===== src/bfb_pkg.sv =====
// Shared constants and types for the bidirectional FIFO host controller.
package bfb_pkg;

    // ==========================================================
    // Widths and buffer shape
    // ==========================================================
    localparam int DATA_W = 9;
    localparam int BUF_DEPTH = 8;
    localparam int CNT_W = 3;

    // ==========================================================
    // Timing, in nanoseconds and derived core clock cycles
    // ==========================================================
    localparam int CLK_PERIOD_NS = 100;
    localparam int T_PULSE_NS = 65;
    localparam int T_RECOVER_NS = 15;
    localparam int PULSE_RAW = (T_PULSE_NS + CLK_PERIOD_NS - 1) / CLK_PERIOD_NS;
    localparam int RECOVER_RAW = (T_RECOVER_NS + CLK_PERIOD_NS - 1) / CLK_PERIOD_NS;
    localparam int PULSE_CYC = (PULSE_RAW < 1) ? 1 : PULSE_RAW;
    localparam int RECOVER_CYC = (RECOVER_RAW < 1) ? 1 : RECOVER_RAW;

    // ==========================================================
    // Port indices and fill-level codes
    // ==========================================================
    localparam logic PORT_A = 1'b0;
    localparam logic PORT_B = 1'b1;
    localparam logic [1:0] FILL_EMPTY = 2'h0;
    localparam logic [1:0] FILL_BELOW_HALF = 2'h1;
    localparam logic [1:0] FILL_HALF = 2'h2;
    localparam logic [1:0] FILL_FULL = 2'h3;
    localparam logic DIR_A_WRITES_RST = 1'b1;

    typedef enum logic [2:0] {
        OP_DIR_SET,
        OP_FIFO_WRITE,
        OP_FIFO_READ,
        OP_BYP_WRITE,
        OP_BYP_READ,
        OP_TRANSPARENT
    } bfb_op_t;

    typedef enum logic [2:0] {
        ST_IDLE,
        ST_CLEAR,
        ST_CLR_HOLD,
        ST_ACTIVE,
        ST_RECOVER
    } bfb_state_t;

endpackage


===== src/bfb_buf_if.sv =====
// Carrier for the drain side of the outgoing word buffer.
`timescale 1ns/1ns
interface bfb_buf_if;
    logic valid;
    logic ready;
    logic [bfb_pkg::DATA_W-1:0] data;

    modport src (output valid, output data, input ready);
    modport snk (input valid, input data, output ready);
endinterface


===== src/bfb_fifo.sv =====
// Small synchronous FIFO that holds words waiting to be written to the device.
`timescale 1ns/1ns
module bfb_fifo #(
    parameter int WIDTH = bfb_pkg::DATA_W,
    parameter int DEPTH = bfb_pkg::BUF_DEPTH
) (
    input wire logic core_clk,
    input wire logic resetn,
    input wire logic wr_valid,
    output logic wr_ready,
    input wire logic [WIDTH-1:0] wr_data,
    bfb_buf_if.src rd
);
    localparam int AW = $clog2(DEPTH);

    logic [WIDTH-1:0] mem [DEPTH];
    logic [AW-1:0] wr_ptr_ff;
    logic [AW-1:0] rd_ptr_ff;
    logic [AW:0] count_ff;
    logic push;
    logic pop;

    // ==========================================================
    // Handshake
    // ==========================================================
    assign wr_ready = (count_ff != (AW+1)'(DEPTH));
    assign rd.valid = (count_ff != '0);
    assign rd.data = mem[rd_ptr_ff];
    assign push = wr_valid && wr_ready;
    assign pop = rd.valid && rd.ready;

    // ==========================================================
    // Storage and pointers
    // ==========================================================
    always_ff @(posedge core_clk) begin
        if (push) begin
            mem[wr_ptr_ff] <= wr_data;
        end
    end

    always_ff @(posedge core_clk or negedge resetn) begin
        if (!resetn) begin
            wr_ptr_ff <= '0;
            rd_ptr_ff <= '0;
            count_ff <= '0;
        end else begin
            if (push) begin
                wr_ptr_ff <= (wr_ptr_ff == AW'(DEPTH-1)) ? '0 : wr_ptr_ff + 1'b1;
            end
            if (pop) begin
                rd_ptr_ff <= (rd_ptr_ff == AW'(DEPTH-1)) ? '0 : rd_ptr_ff + 1'b1;
            end
            count_ff <= count_ff + (AW+1)'(push) - (AW+1)'(pop);
        end
    end
endmodule


===== src/bfb_host.sv =====
// Host controller that drives both data ports of a bidirectional FIFO device.
`timescale 1ns/1ns
module bfb_host (
    input wire logic core_clk,
    input wire logic resetn,
    input wire logic buf_in_valid,
    output logic buf_in_ready,
    input wire logic [bfb_pkg::DATA_W-1:0] buf_in_data,
    input wire logic cmd_valid,
    output logic cmd_ready,
    input wire bfb_pkg::bfb_op_t cmd_op,
    input wire logic cmd_port,
    input wire logic [bfb_pkg::DATA_W-1:0] cmd_data,
    output logic rsp_valid,
    output logic rsp_err,
    output logic [bfb_pkg::DATA_W-1:0] rsp_data,
    output logic dir_a_writes,
    output logic [1:0] fill_state,
    output logic master_clear_n,
    output logic port_a_strobe_n,
    output logic port_b_strobe_n,
    output logic port_a_bypass_sel_n,
    output logic port_b_bypass_sel_n,
    input wire logic empty_full_n,
    input wire logic half_level_flag_n,
    input wire logic bypass_word_avail_n,
    input wire logic [bfb_pkg::DATA_W-1:0] port_a_data_in,
    output logic [bfb_pkg::DATA_W-1:0] port_a_data_out,
    output logic port_a_data_oe_n,
    input wire logic [bfb_pkg::DATA_W-1:0] port_b_data_in,
    output logic [bfb_pkg::DATA_W-1:0] port_b_data_out,
    output logic port_b_data_oe_n
);
    bfb_pkg::bfb_state_t state_ff;
    bfb_pkg::bfb_op_t op_ff;
    logic [bfb_pkg::CNT_W-1:0] cnt_ff;
    logic [1:0] stb_n_ff;
    logic [1:0] byp_n_ff;
    logic [1:0] oe_n_ff;
    logic [bfb_pkg::DATA_W-1:0] dout_ff;
    logic [bfb_pkg::DATA_W-1:0] rsp_data_ff;
    logic mclr_n_ff;
    logic dir_ff;
    logic new_dir_ff;
    logic rx_port_ff;
    logic rsp_valid_ff;
    logic rsp_err_ff;

    bfb_buf_if bif();

    bfb_fifo #(
        .WIDTH(bfb_pkg::DATA_W),
        .DEPTH(bfb_pkg::BUF_DEPTH)
    ) u_buf (
        .core_clk(core_clk),
        .resetn(resetn),
        .wr_valid(buf_in_valid),
        .wr_ready(buf_in_ready),
        .wr_data(buf_in_data),
        .rd(bif.src)
    );

    // ==========================================================
    // Flag decoding and command steering
    // ==========================================================
    wire [1:0] fill_dec = {~half_level_flag_n, ~empty_full_n ^ half_level_flag_n};
    wire is_full = (fill_dec == bfb_pkg::FILL_FULL);
    wire is_empty = (fill_dec == bfb_pkg::FILL_EMPTY);
    wire byp_avail = ~bypass_word_avail_n;
    wire writer = dir_ff ? bfb_pkg::PORT_A : bfb_pkg::PORT_B;
    wire is_fw = (cmd_op == bfb_pkg::OP_FIFO_WRITE);
    wire is_fr = (cmd_op == bfb_pkg::OP_FIFO_READ);
    wire is_bw = (cmd_op == bfb_pkg::OP_BYP_WRITE);
    wire is_br = (cmd_op == bfb_pkg::OP_BYP_READ);
    wire is_tr = (cmd_op == bfb_pkg::OP_TRANSPARENT);
    wire is_ds = (cmd_op == bfb_pkg::OP_DIR_SET);
    // A full bypass register is not overwritten, and a read of an empty one is refused.
    wire refused = (is_fw && is_full) || (is_fr && is_empty) ||
                   (is_bw && byp_avail) || (is_br && !byp_avail);
    // The bypass register is loaded from the FIFO read side and drained at the write side.
    wire act_port = is_tr ? cmd_port : ((is_fw || is_br) ? writer : ~writer);
    wire rx_port = is_tr ? ~cmd_port : act_port;
    wire drives = is_fw || is_bw || is_tr;
    wire use_stb = is_fw || is_fr || is_tr;
    wire use_byp = is_bw || is_br || is_tr;
    wire idle = (state_ff == bfb_pkg::ST_IDLE);
    wire accept = idle && cmd_valid && cmd_ready;
    wire [1:0] sel = act_port ? 2'b10 : 2'b01;
    wire [bfb_pkg::DATA_W-1:0] rx_data = rx_port_ff ? port_b_data_in : port_a_data_in;

    assign fill_state = fill_dec;
    assign cmd_ready = idle && (!is_fw || bif.valid || refused);
    assign bif.ready = idle && cmd_valid && is_fw && !refused;

    // ==========================================================
    // Sequencer
    // ==========================================================
    always_ff @(posedge core_clk or negedge resetn) begin
        if (!resetn) begin
            state_ff <= bfb_pkg::ST_IDLE;
            op_ff <= bfb_pkg::OP_DIR_SET;
            cnt_ff <= '0;
            stb_n_ff <= 2'b11;
            byp_n_ff <= 2'b11;
            oe_n_ff <= 2'b11;
            dout_ff <= '0;
            rsp_data_ff <= '0;
            mclr_n_ff <= 1'b1;
            dir_ff <= bfb_pkg::DIR_A_WRITES_RST;
            new_dir_ff <= bfb_pkg::DIR_A_WRITES_RST;
            rx_port_ff <= bfb_pkg::PORT_A;
            rsp_valid_ff <= 1'b0;
            rsp_err_ff <= 1'b0;
        end else begin
            rsp_valid_ff <= 1'b0;
            case (state_ff)
                bfb_pkg::ST_IDLE: begin
                    if (accept && refused) begin
                        rsp_valid_ff <= 1'b1;
                        rsp_err_ff <= 1'b1;
                    end else if (accept && is_ds) begin
                        // Direction level goes out with the clear so it is settled well ahead.
                        op_ff <= cmd_op;
                        new_dir_ff <= cmd_data[0];
                        byp_n_ff <= {1'b1, cmd_data[0]};
                        mclr_n_ff <= 1'b0;
                        cnt_ff <= bfb_pkg::CNT_W'(bfb_pkg::PULSE_CYC - 1);
                        state_ff <= bfb_pkg::ST_CLEAR;
                    end else if (accept) begin
                        op_ff <= cmd_op;
                        rx_port_ff <= rx_port;
                        dout_ff <= is_fw ? bif.data : cmd_data;
                        stb_n_ff <= use_stb ? ~sel : 2'b11;
                        byp_n_ff <= use_byp ? ~sel : 2'b11;
                        oe_n_ff <= drives ? ~sel : 2'b11;
                        cnt_ff <= bfb_pkg::CNT_W'(bfb_pkg::PULSE_CYC - 1);
                        state_ff <= bfb_pkg::ST_ACTIVE;
                    end
                end
                bfb_pkg::ST_CLEAR: begin
                    if (cnt_ff == '0) begin
                        mclr_n_ff <= 1'b1;
                        dir_ff <= new_dir_ff;
                        state_ff <= bfb_pkg::ST_CLR_HOLD;
                    end else begin
                        cnt_ff <= cnt_ff - 1'b1;
                    end
                end
                bfb_pkg::ST_CLR_HOLD: begin
                    byp_n_ff <= 2'b11;
                    cnt_ff <= bfb_pkg::CNT_W'(bfb_pkg::RECOVER_CYC - 1);
                    state_ff <= bfb_pkg::ST_RECOVER;
                end
                bfb_pkg::ST_ACTIVE: begin
                    if (cnt_ff == '0) begin
                        rsp_data_ff <= rx_data;
                        stb_n_ff <= 2'b11;
                        byp_n_ff <= 2'b11;
                        cnt_ff <= bfb_pkg::CNT_W'(bfb_pkg::RECOVER_CYC - 1);
                        state_ff <= bfb_pkg::ST_RECOVER;
                    end else begin
                        cnt_ff <= cnt_ff - 1'b1;
                    end
                end
                bfb_pkg::ST_RECOVER: begin
                    // Driven data outlives the strobe by a cycle to cover the device hold time.
                    oe_n_ff <= 2'b11;
                    if (cnt_ff == '0) begin
                        rsp_valid_ff <= 1'b1;
                        rsp_err_ff <= 1'b0;
                        state_ff <= bfb_pkg::ST_IDLE;
                    end else begin
                        cnt_ff <= cnt_ff - 1'b1;
                    end
                end
                default: begin
                    state_ff <= bfb_pkg::ST_IDLE;
                end
            endcase
        end
    end

    assign rsp_valid = rsp_valid_ff;
    assign rsp_err = rsp_err_ff;
    assign rsp_data = rsp_data_ff;
    assign dir_a_writes = dir_ff;
    assign master_clear_n = mclr_n_ff;
    assign port_a_strobe_n = stb_n_ff[0];
    assign port_b_strobe_n = stb_n_ff[1];
    assign port_a_bypass_sel_n = byp_n_ff[0];
    assign port_b_bypass_sel_n = byp_n_ff[1];
    assign port_a_data_oe_n = oe_n_ff[0];
    assign port_b_data_oe_n = oe_n_ff[1];
    assign port_a_data_out = dout_ff;
    assign port_b_data_out = dout_ff;

    // ==========================================================
    // Checks on the pin sequences this controller produces
    // ==========================================================
    a_clear_dir_hold: assert property (@(posedge core_clk) disable iff (!resetn)
        $rose(master_clear_n) |-> $stable(port_a_bypass_sel_n))
        else $error("A bypass changed at clear release");

    a_dir_adopted: assert property (@(posedge core_clk) disable iff (!resetn)
        $rose(master_clear_n) |-> dir_a_writes == port_a_bypass_sel_n)
        else $error("Direction does not match bypass level at clear release");

    a_write_drives: assert property (@(posedge core_clk) disable iff (!resetn)
        (state_ff == bfb_pkg::ST_ACTIVE && op_ff == bfb_pkg::OP_FIFO_WRITE)
        |-> (dir_a_writes ? (!port_a_strobe_n && !port_a_data_oe_n && port_b_strobe_n)
                          : (!port_b_strobe_n && !port_b_data_oe_n && port_a_strobe_n)))
        else $error("FIFO write not on the writer port with data driven");

    a_read_floats: assert property (@(posedge core_clk) disable iff (!resetn)
        (state_ff == bfb_pkg::ST_ACTIVE && op_ff == bfb_pkg::OP_FIFO_READ)
        |-> port_a_data_oe_n && port_b_data_oe_n
            && (dir_a_writes ? !port_b_strobe_n : !port_a_strobe_n))
        else $error("FIFO read strobe wrong or host still driving");

    a_fifo_byp_high: assert property (@(posedge core_clk) disable iff (!resetn)
        (!port_a_strobe_n || !port_b_strobe_n) && op_ff != bfb_pkg::OP_TRANSPARENT
        |-> port_a_bypass_sel_n && port_b_bypass_sel_n)
        else $error("Bypass select low during a FIFO transfer");

    a_byp_strobe_high: assert property (@(posedge core_clk) disable iff (!resetn)
        (!port_a_bypass_sel_n || !port_b_bypass_sel_n) && op_ff != bfb_pkg::OP_TRANSPARENT
        |-> port_a_strobe_n && port_b_strobe_n)
        else $error("Strobe low during a registered bypass transfer");

    a_byp_read_gate: assert property (@(posedge core_clk) disable iff (!resetn)
        accept && is_br && !refused |-> !bypass_word_avail_n
        ##1 (dir_a_writes ? !port_a_bypass_sel_n : !port_b_bypass_sel_n))
        else $error("Bypass read issued without data available");

    a_trans_together: assert property (@(posedge core_clk) disable iff (!resetn)
        $fell(port_a_strobe_n) && op_ff == bfb_pkg::OP_TRANSPARENT
        |-> $fell(port_a_bypass_sel_n) && !port_a_data_oe_n && port_b_data_oe_n)
        else $error("Transparent send without bypass and strobe falling together");

    a_byp_write_port: assert property (@(posedge core_clk) disable iff (!resetn)
        accept && is_bw && !refused
        |=> (dir_a_writes ? (!port_b_bypass_sel_n && !port_b_data_oe_n)
                          : (!port_a_bypass_sel_n && !port_a_data_oe_n)))
        else $error("Bypass load not on the FIFO read port");
endmodule


===== config.mk =====
export PLATFORM = sky130hd
export DESIGN_NAME = bfb_host
export DESIGN_NICKNAME = d
export VERILOG_FILES = /design/src/bfb_pkg.sv /design/src/bfb_buf_if.sv /design/src/bfb_fifo.sv /design/src/bfb_host.sv
export SDC_FILE = /design/constraint.sdc
export NUM_CORES = 1
export LEC_CHECK = 0
export ABC_CLOCK_PERIOD_IN_PS = 2700
export BUFFER_PORTS_ARGS = -buffer_cell sky130_fd_sc_hd__buf_2
export CORE_MARGIN = 2
export CORE_UTILIZATION = 40
export CTS_BUF_LIST = sky130_fd_sc_hd__clkbuf_16
export DETAILED_ROUTE_END_ITERATION = 7
export PLACE_DENSITY_LB_ADDON = 0.2
export REMOVE_ABC_BUFFERS = 1
export SYNTH_ARGS = -nofsm -noshare
export SYNTH_HDL_FRONTEND = slang
export SYNTH_HIERARCHICAL = 1
export SYNTH_SLANG_ARGS = --single-unit

===== constraint.sdc =====
create_clock -name core_clk -period 2.7 [get_ports core_clk]
set_input_delay 0.27 -clock core_clk [delete_from_list [all_inputs] [get_ports core_clk]]
set_output_delay 0.27 -clock core_clk [all_outputs]
set_load 0.01 [all_outputs]

# ---- Yosys cells after proc, flatten, opt, wreduce, memory -nomap -nowiden
# Memories as Yosys holds them, arrays and structs flattened.
# Cells that the tools add are included.
dict set report totals {
  regBits 46
  latchBits 0
  ramBits 72
  romBits 0
  wordCells 152
  mem_count 1
}
# memory depth width read_ports rd_ports_with_merged_regs wr line
set memory_table {}
lappend memory_table {u_buf.mem 8 9 1 0 1 bfb_fifo.sv:16} ;# logic [WIDTH-1:0] mem [DEPTH];
dict set report classes {
  addsub 5
  n_mul 0
  div_mod_pow 0
  magnitude_cmp 0
  eq_ne 23
  shift 0
  muxes 50
  bitwise_logic 8
  n_reduce_logical 49
}
# op count
set ops {}
lappend ops {{3-bit two-way mux} 13}
lappend ops {{2-bit two-way mux} 14}
lappend ops {{4-bit AND reduction} 5}
lappend ops {{9-bit two-way mux} 2}
lappend ops {{3-bit equality test (second input constant)} 5}
lappend ops {{3-bit case mux with 5 select lines} 1}
lappend ops {{1-bit logical AND} 13}
lappend ops {{1-bit two-way mux} 13}
lappend ops {{3-bit by 2-bit equality test with 1-bit output (second input constant)} 4}
lappend ops {{1-bit logical OR} 12}
lappend ops {{2-bit inequality test (second input constant)} 6}
lappend ops {{3-bit case mux with 4 select lines} 1}
lappend ops {{5-bit AND reduction} 2}
lappend ops {{3-bit zero test} 3}
lappend ops {{2-bit case mux with 2 select lines} 2}
lappend ops {{4-bit nonzero test} 2}
lappend ops {{3-bit by 1-bit adder with 3-bit output (second input constant)} 2}
lappend ops {{3-bit by 1-bit equality test with 1-bit output (second input constant)} 2}
lappend ops {{2-bit by 1-bit inequality test with 1-bit output (second input constant)} 3}
lappend ops {{1-bit NOT} 6}
lappend ops {{1-bit case mux with 2 select lines} 3}
lappend ops {{2-bit case mux with 3 select lines} 1}
lappend ops {{3-bit AND reduction} 2}
lappend ops {{2-bit nonzero test} 3}
lappend ops {{13 further kinds} 15}

# ---- Depth between registers and ports, before layout
dict set report depth {
  depth_word 14
  depth_mapped 12
  ltp_nobuf 11
}

# ---- Modules after synthesis
# Netlist, hierarchy kept.
# mod instances cells_per_inst area_per_inst_um2
set by_module_without_submodules {}
lappend by_module_without_submodules {bfb_fifo 1 161 3390.8}
lappend by_module_without_submodules {bfb_host 1 241 2169.6}

# ---- Least setup slack after synthesis
# OpenSTA, ideal clock, no wires.
dict set report synth_path {
  kind {register to register}
  from {reg state_ff[0]}
  to {reg u_buf.count_ff[3]}
  arrival_time_ps 2287
  path_slack_ps 334
  stages_incl_launch_ff 13
  synth_period_minus_slack_ps 2366
  cell_sequence {dfrtp_1 -> clkbuf_1 -> nor3_1 -> nand2_1 -> nor3_1 -> nand2_1 -> inv_1 -> ha_1 -> inv_1 -> ha_1 -> a21o_1 -> a21oi_1 -> xor2_1}
}
dict set report synth_between {
  elab_chain_len 6
}
# item line
set synth_lines {}
lappend synth_lines {{from (decl)} bfb_host.sv:34} ;# bfb_pkg::bfb_state_t state_ff;
lappend synth_lines {{from (signal assigned)} bfb_host.sv:100} ;# state_ff <= bfb_pkg::ST_IDLE;
lappend synth_lines {{from (signal assigned)} bfb_host.sv:128} ;# state_ff <= bfb_pkg::ST_CLEAR;
lappend synth_lines {{from (signal assigned)} bfb_host.sv:137} ;# state_ff <= bfb_pkg::ST_ACTIVE;
lappend synth_lines {{3-bit zero test} bfb_host.sv:86} ;# wire idle = (state_ff == bfb_pkg::ST_IDLE);
lappend synth_lines {{1-bit logical AND (3 in series)} bfb_host.sv:93} ;# assign bif.ready = idle && cmd_valid && is_fw && !refused;
lappend synth_lines {{named net bif.ready} bfb_buf_if.sv:5} ;# logic ready;
lappend synth_lines {{1-bit logical AND} bfb_fifo.sv:30} ;# assign pop = rd.valid && rd.ready;
lappend synth_lines {{named net u_buf.pop} bfb_fifo.sv:21} ;# logic pop;
lappend synth_lines {{4-bit by 1-bit subtractor with 4-bit output} bfb_fifo.sv:53} ;# count_ff <= count_ff + (AW+1)'(push) - (AW+1)'(pop);
lappend synth_lines {{to (signal assigned)} bfb_fifo.sv:53}
lappend synth_lines {{to (decl)} bfb_fifo.sv:19} ;# logic [AW:0] count_ff;
# The timed path passes the listed nets, and every way through them passes these cells.
# A chain may end at the register's enable or synchronous reset.

# ---- Worst setup path in the final report
dict set report layout_path {
  from {reg u_buf.count_ff[2]}
  to {reg u_buf.count_ff[2]}
}
dict set report layout_between {
  elab_cells_between_ends 6
  classes_between {2 x add/sub; 1 x eq/ne; 3 x reduce/logical}
}
# item line
set layout_rtl {}
lappend layout_rtl {{4-bit nonzero test} bfb_fifo.sv:27} ;# assign rd.valid = (count_ff != '0);
lappend layout_rtl {{named net bif.valid} bfb_buf_if.sv:4} ;# logic valid;
lappend layout_rtl {{1-bit logical AND} bfb_fifo.sv:30}
lappend layout_rtl {{named net u_buf.pop} bfb_fifo.sv:21}
lappend layout_rtl {{4-bit by 1-bit subtractor with 4-bit output} bfb_fifo.sv:53}
# The timed path passes the listed nets, and every way through them passes these cells.

==> flow_summary.ini <==
[run_status]
status = finished clean

[global_routing]
overflow = 0
grt_start_max_net_pins = 47
first_global_vias = 3400
grt_pass1_wl_um = 17900
grt_usage_pct = 16.5
antenna_found_initial = 0

[detailed_routing]
antenna_left = 0
routedWlPerCell_um = 16.7
vias_per_cell = 5.08
dr_total_vias = 3477
drtIter0Drc = 303
route.detailed.drc = 0
wirelength_um = 11400
first_pass_iters = 4

[sta]
setup_viol = 0
fmax_ghz = 0.407
worstMarginPinSlew_ns = 1.04
skew_ns = 0.00701
maxSlewViolCount = 0
hold_viol = 0
fin_crit_ns = 2.46
slew_headroom_pct = 30.4
setup_ws_ns = 0.241
rsz0062_at_grt = no
finalSetupTns_ns = 0
timing.final.crit_share_pct = 91.1

[clocking]
postCtsSetupRepairBufs = 0
cts_sinks = 118
numCtsBuffers = 17
clockBufferDepth = 2
cts_hold_buf = 0
cts_max_level = 4
post_cts_resized = 0
clk-insertion-delay-late_ns = 0.41
clk_pin_slew_ns = 0.05
root_buffer = clkbuf_16
cts_tree = built

[synthesis]
synth_ff_type = edfxtp_1
synth-seq-area-share_pct = 59.8
synth.distinct_cells = 50
synth.cell_area_mm2 = 0.00556
ys_async_sr_fraction_pct = 39.0
ys_ff_latch = 118
yosysWarningCount = 6
synth-edff-count = 72
syn-mean-instance-area_um2 = 13.8
synth_cells = 402

[finish]
final_nets = 556
instances_no_fill = 685
area_delta_synth_final_pct = 21.4
drive_above_1_share_pct = 34.1
nFillCells = 1205
num_antenna_cells = 0

[setup_path]
worstPathArrival_ns = 2.75
worstSetupStartpointType = flip-flop
regToRegSetupSlack_ns = 0.24
critPathLaunch = u_buf/count_ff[2]
end_kind = flip-flop
r2r_start = u_buf/count_ff[2]
reg2regPathDepth = 10
crit_type = reg -> reg
r2r_end = u_buf/count_ff[2]
worstPathMaxFanout = 4
critPathRequiredTime_ns = 2.99

[power]
p_per_area_mw_per_mm2 = 1090
vdd_drop_max_mv = 0.569
power_mw = 7.37
leakagePower_nw = 2.78

[place]
place_inst = 655
gp_congestion = 0.859
place_ws_ns = 0.221
dp_hpwl_um = 7640
port_buffers = 87

[die]
num_rows = 43
dieArea_mm2 = 0.0149
start_util_pct = 40.5
core_area_mm2 = 0.0137
io_pins = 88
die_h_um = 122
chipWidth_um = 122

[hold_path]
min_path_type = in -> async

[flow_run]
maxCapViolCount = 0
==> state kept, by name, summed over array words and instances, names as in the netlist, 3 cells and up <==
name             cells
u_buf/rd_ptr_ff      3
cnt_ff               3
rsp_data             9
port_a_data_out      9
u_buf/count_ff       4
state_ff             3
u_buf/wr_ptr_ff      3
u_buf/mem           72
==> worst max-delay path by stage <==
stage | endpoint | slack, ns
after floorplan | u_buf/count_ff[3] | 0.36
after global placement | u_buf/count_ff[2] | 0.31
after detailed placement | u_buf/count_ff[2] | 0.22
after CTS | u_buf/count_ff[2] | 0.21
after global routing | u_buf/count_ff[2] | 0.12
final | u_buf/count_ff[2] | 0.24
==> kinds of logic (layout without fill, tap and decap cells) <==
kind of cell / count (synthesis) / count (layout) / share of synthesized area [%]
DFF: 118 / 118 / 59.8
muxes: 58 / 58 / 16.8
xor gates and xnor gates: 2 / 2 / 0.315
buffers and inverters: 42 / 145 / 3.98
AOI/OAI and AO/OA: 52 / 52 / 5.87
and+or+nand+nor: 115 / 115 / 9.70
adders and majority gates: 15 / 15 / 3.51
==> critical path: stages, from the launching register on <==
cell and delay, ns:
dfrtp_1 0.35, inv_1 0.10, ha_1 0.14, or3b_2 0.48, nand2_1 0.18, inv_1 0.07
ha_1 0.26, inv_1 0.04, ha_1 0.20, fa_1 0.38, xor2_1 0.15
==> power by group <==
group	switching [mW]	internal, mW	total (mW)
combinational	1.17	1.14	2.31
clock	0.751	1.51	2.26
sequential	0.346	2.46	2.80
total	2.27	5.11	7.37
==> cell usage after synthesis, types with 2 or more instances <==
master / instances / area [um^2]
a21oi_1: 23 / 115
nand4_1: 2 / 12.5
dfstp_2: 9 / 236
inv_1: 15 / 56.3
buf_1: 2 / 7.51
buf_4: 10 / 75.1
buf_2: 3 / 15.0
mux2_4: 8 / 120
mux4_1: 17 / 447
a31oi_1: 3 / 18.8
or3b_2: 2 / 17.5
nand2_1: 46 / 173
buf_6: 3 / 33.8
o21a_1: 3 / 22.5
nand3_1: 2 / 10.0
a21o_1: 3 / 22.5
o22ai_1: 4 / 25.0
nand3b_1: 4 / 30.0
dfrtp_1: 37 / 926
nand2b_1: 7 / 43.8
nor2_1: 31 / 116
nor2b_1: 5 / 31.3
clkbuf_1: 9 / 33.8
nor3_1: 8 / 40.0
edfxtp_1: 72 / 2160
xor2_1: 2 / 17.5
mux2_2: 21 / 236
mux2i_1: 11 / 110
o21ai_0: 6 / 30.0
ha_1: 14 / 175
==> cells in the final DEF (no fill, tap or decap), types with 2 or more instances in the layout <==
cell type / instances
nor2_1: 31
clkinv_1: 2
buf_2: 87
clkbuf_16: 17
a31oi_1: 3
bufinv_16: 4
dfstp_2: 9
mux4_1: 17
clkinv_2: 3
nor3_1: 8
a21o_1: 3
inv_1: 17
o22ai_1: 4
xor2_1: 2
mux2i_1: 11
dfrtp_1: 37
mux2_4: 8
a21oi_1: 23
or3b_2: 2
edfxtp_1: 72
nand3_1: 2
nand2b_1: 7
nand4_1: 2
mux2_2: 21
nand2_1: 46
ha_1: 14
buf_4: 13
nand3b_1: 4
nor2b_1: 5
o21a_1: 3
o21ai_0: 6
==> routing by layer <==
layer	track usage (%)	vias to the layer above	wire length, um
met5	0	-	0
met4	4.81	0	109
met3	5.48	8	587
met2	26.8	89	5530
met1	21.3	1708	5220
li1	-	1672	-
==> per-stage QoR <==
| step | util, % | area [um^2] | hold WS (ns) |
|---|---|---|---|
| 6_report | 49.2 | 6750 | 0.0329 |
| 5_1_grt | 49.2 | 6750 | 0.123 |
| 4_1_cts | 49.2 | 6750 | 0.0928 |
| 3_5_place_dp | 44.9 | 6160 | 0.460 |
| 3_3_place_gp | 44.9 | 6160 | 0.455 |
| 2_1_floorplan | - | 5400 | -0.0256 |
==> cell type report <==
type	instances	area, um^2	share of cell area, %
multi-input cells	242	2020	29.9
clock inverters	13	166	2.46
flip-flops and latches	118	3320	49.2
inverters	15	56.3	0.834
well taps	180	225	3.34
clock buffers	17	425	6.30
repair buffers	100	533	7.89
Note: power is estimated with default switching activity, not from simulation.
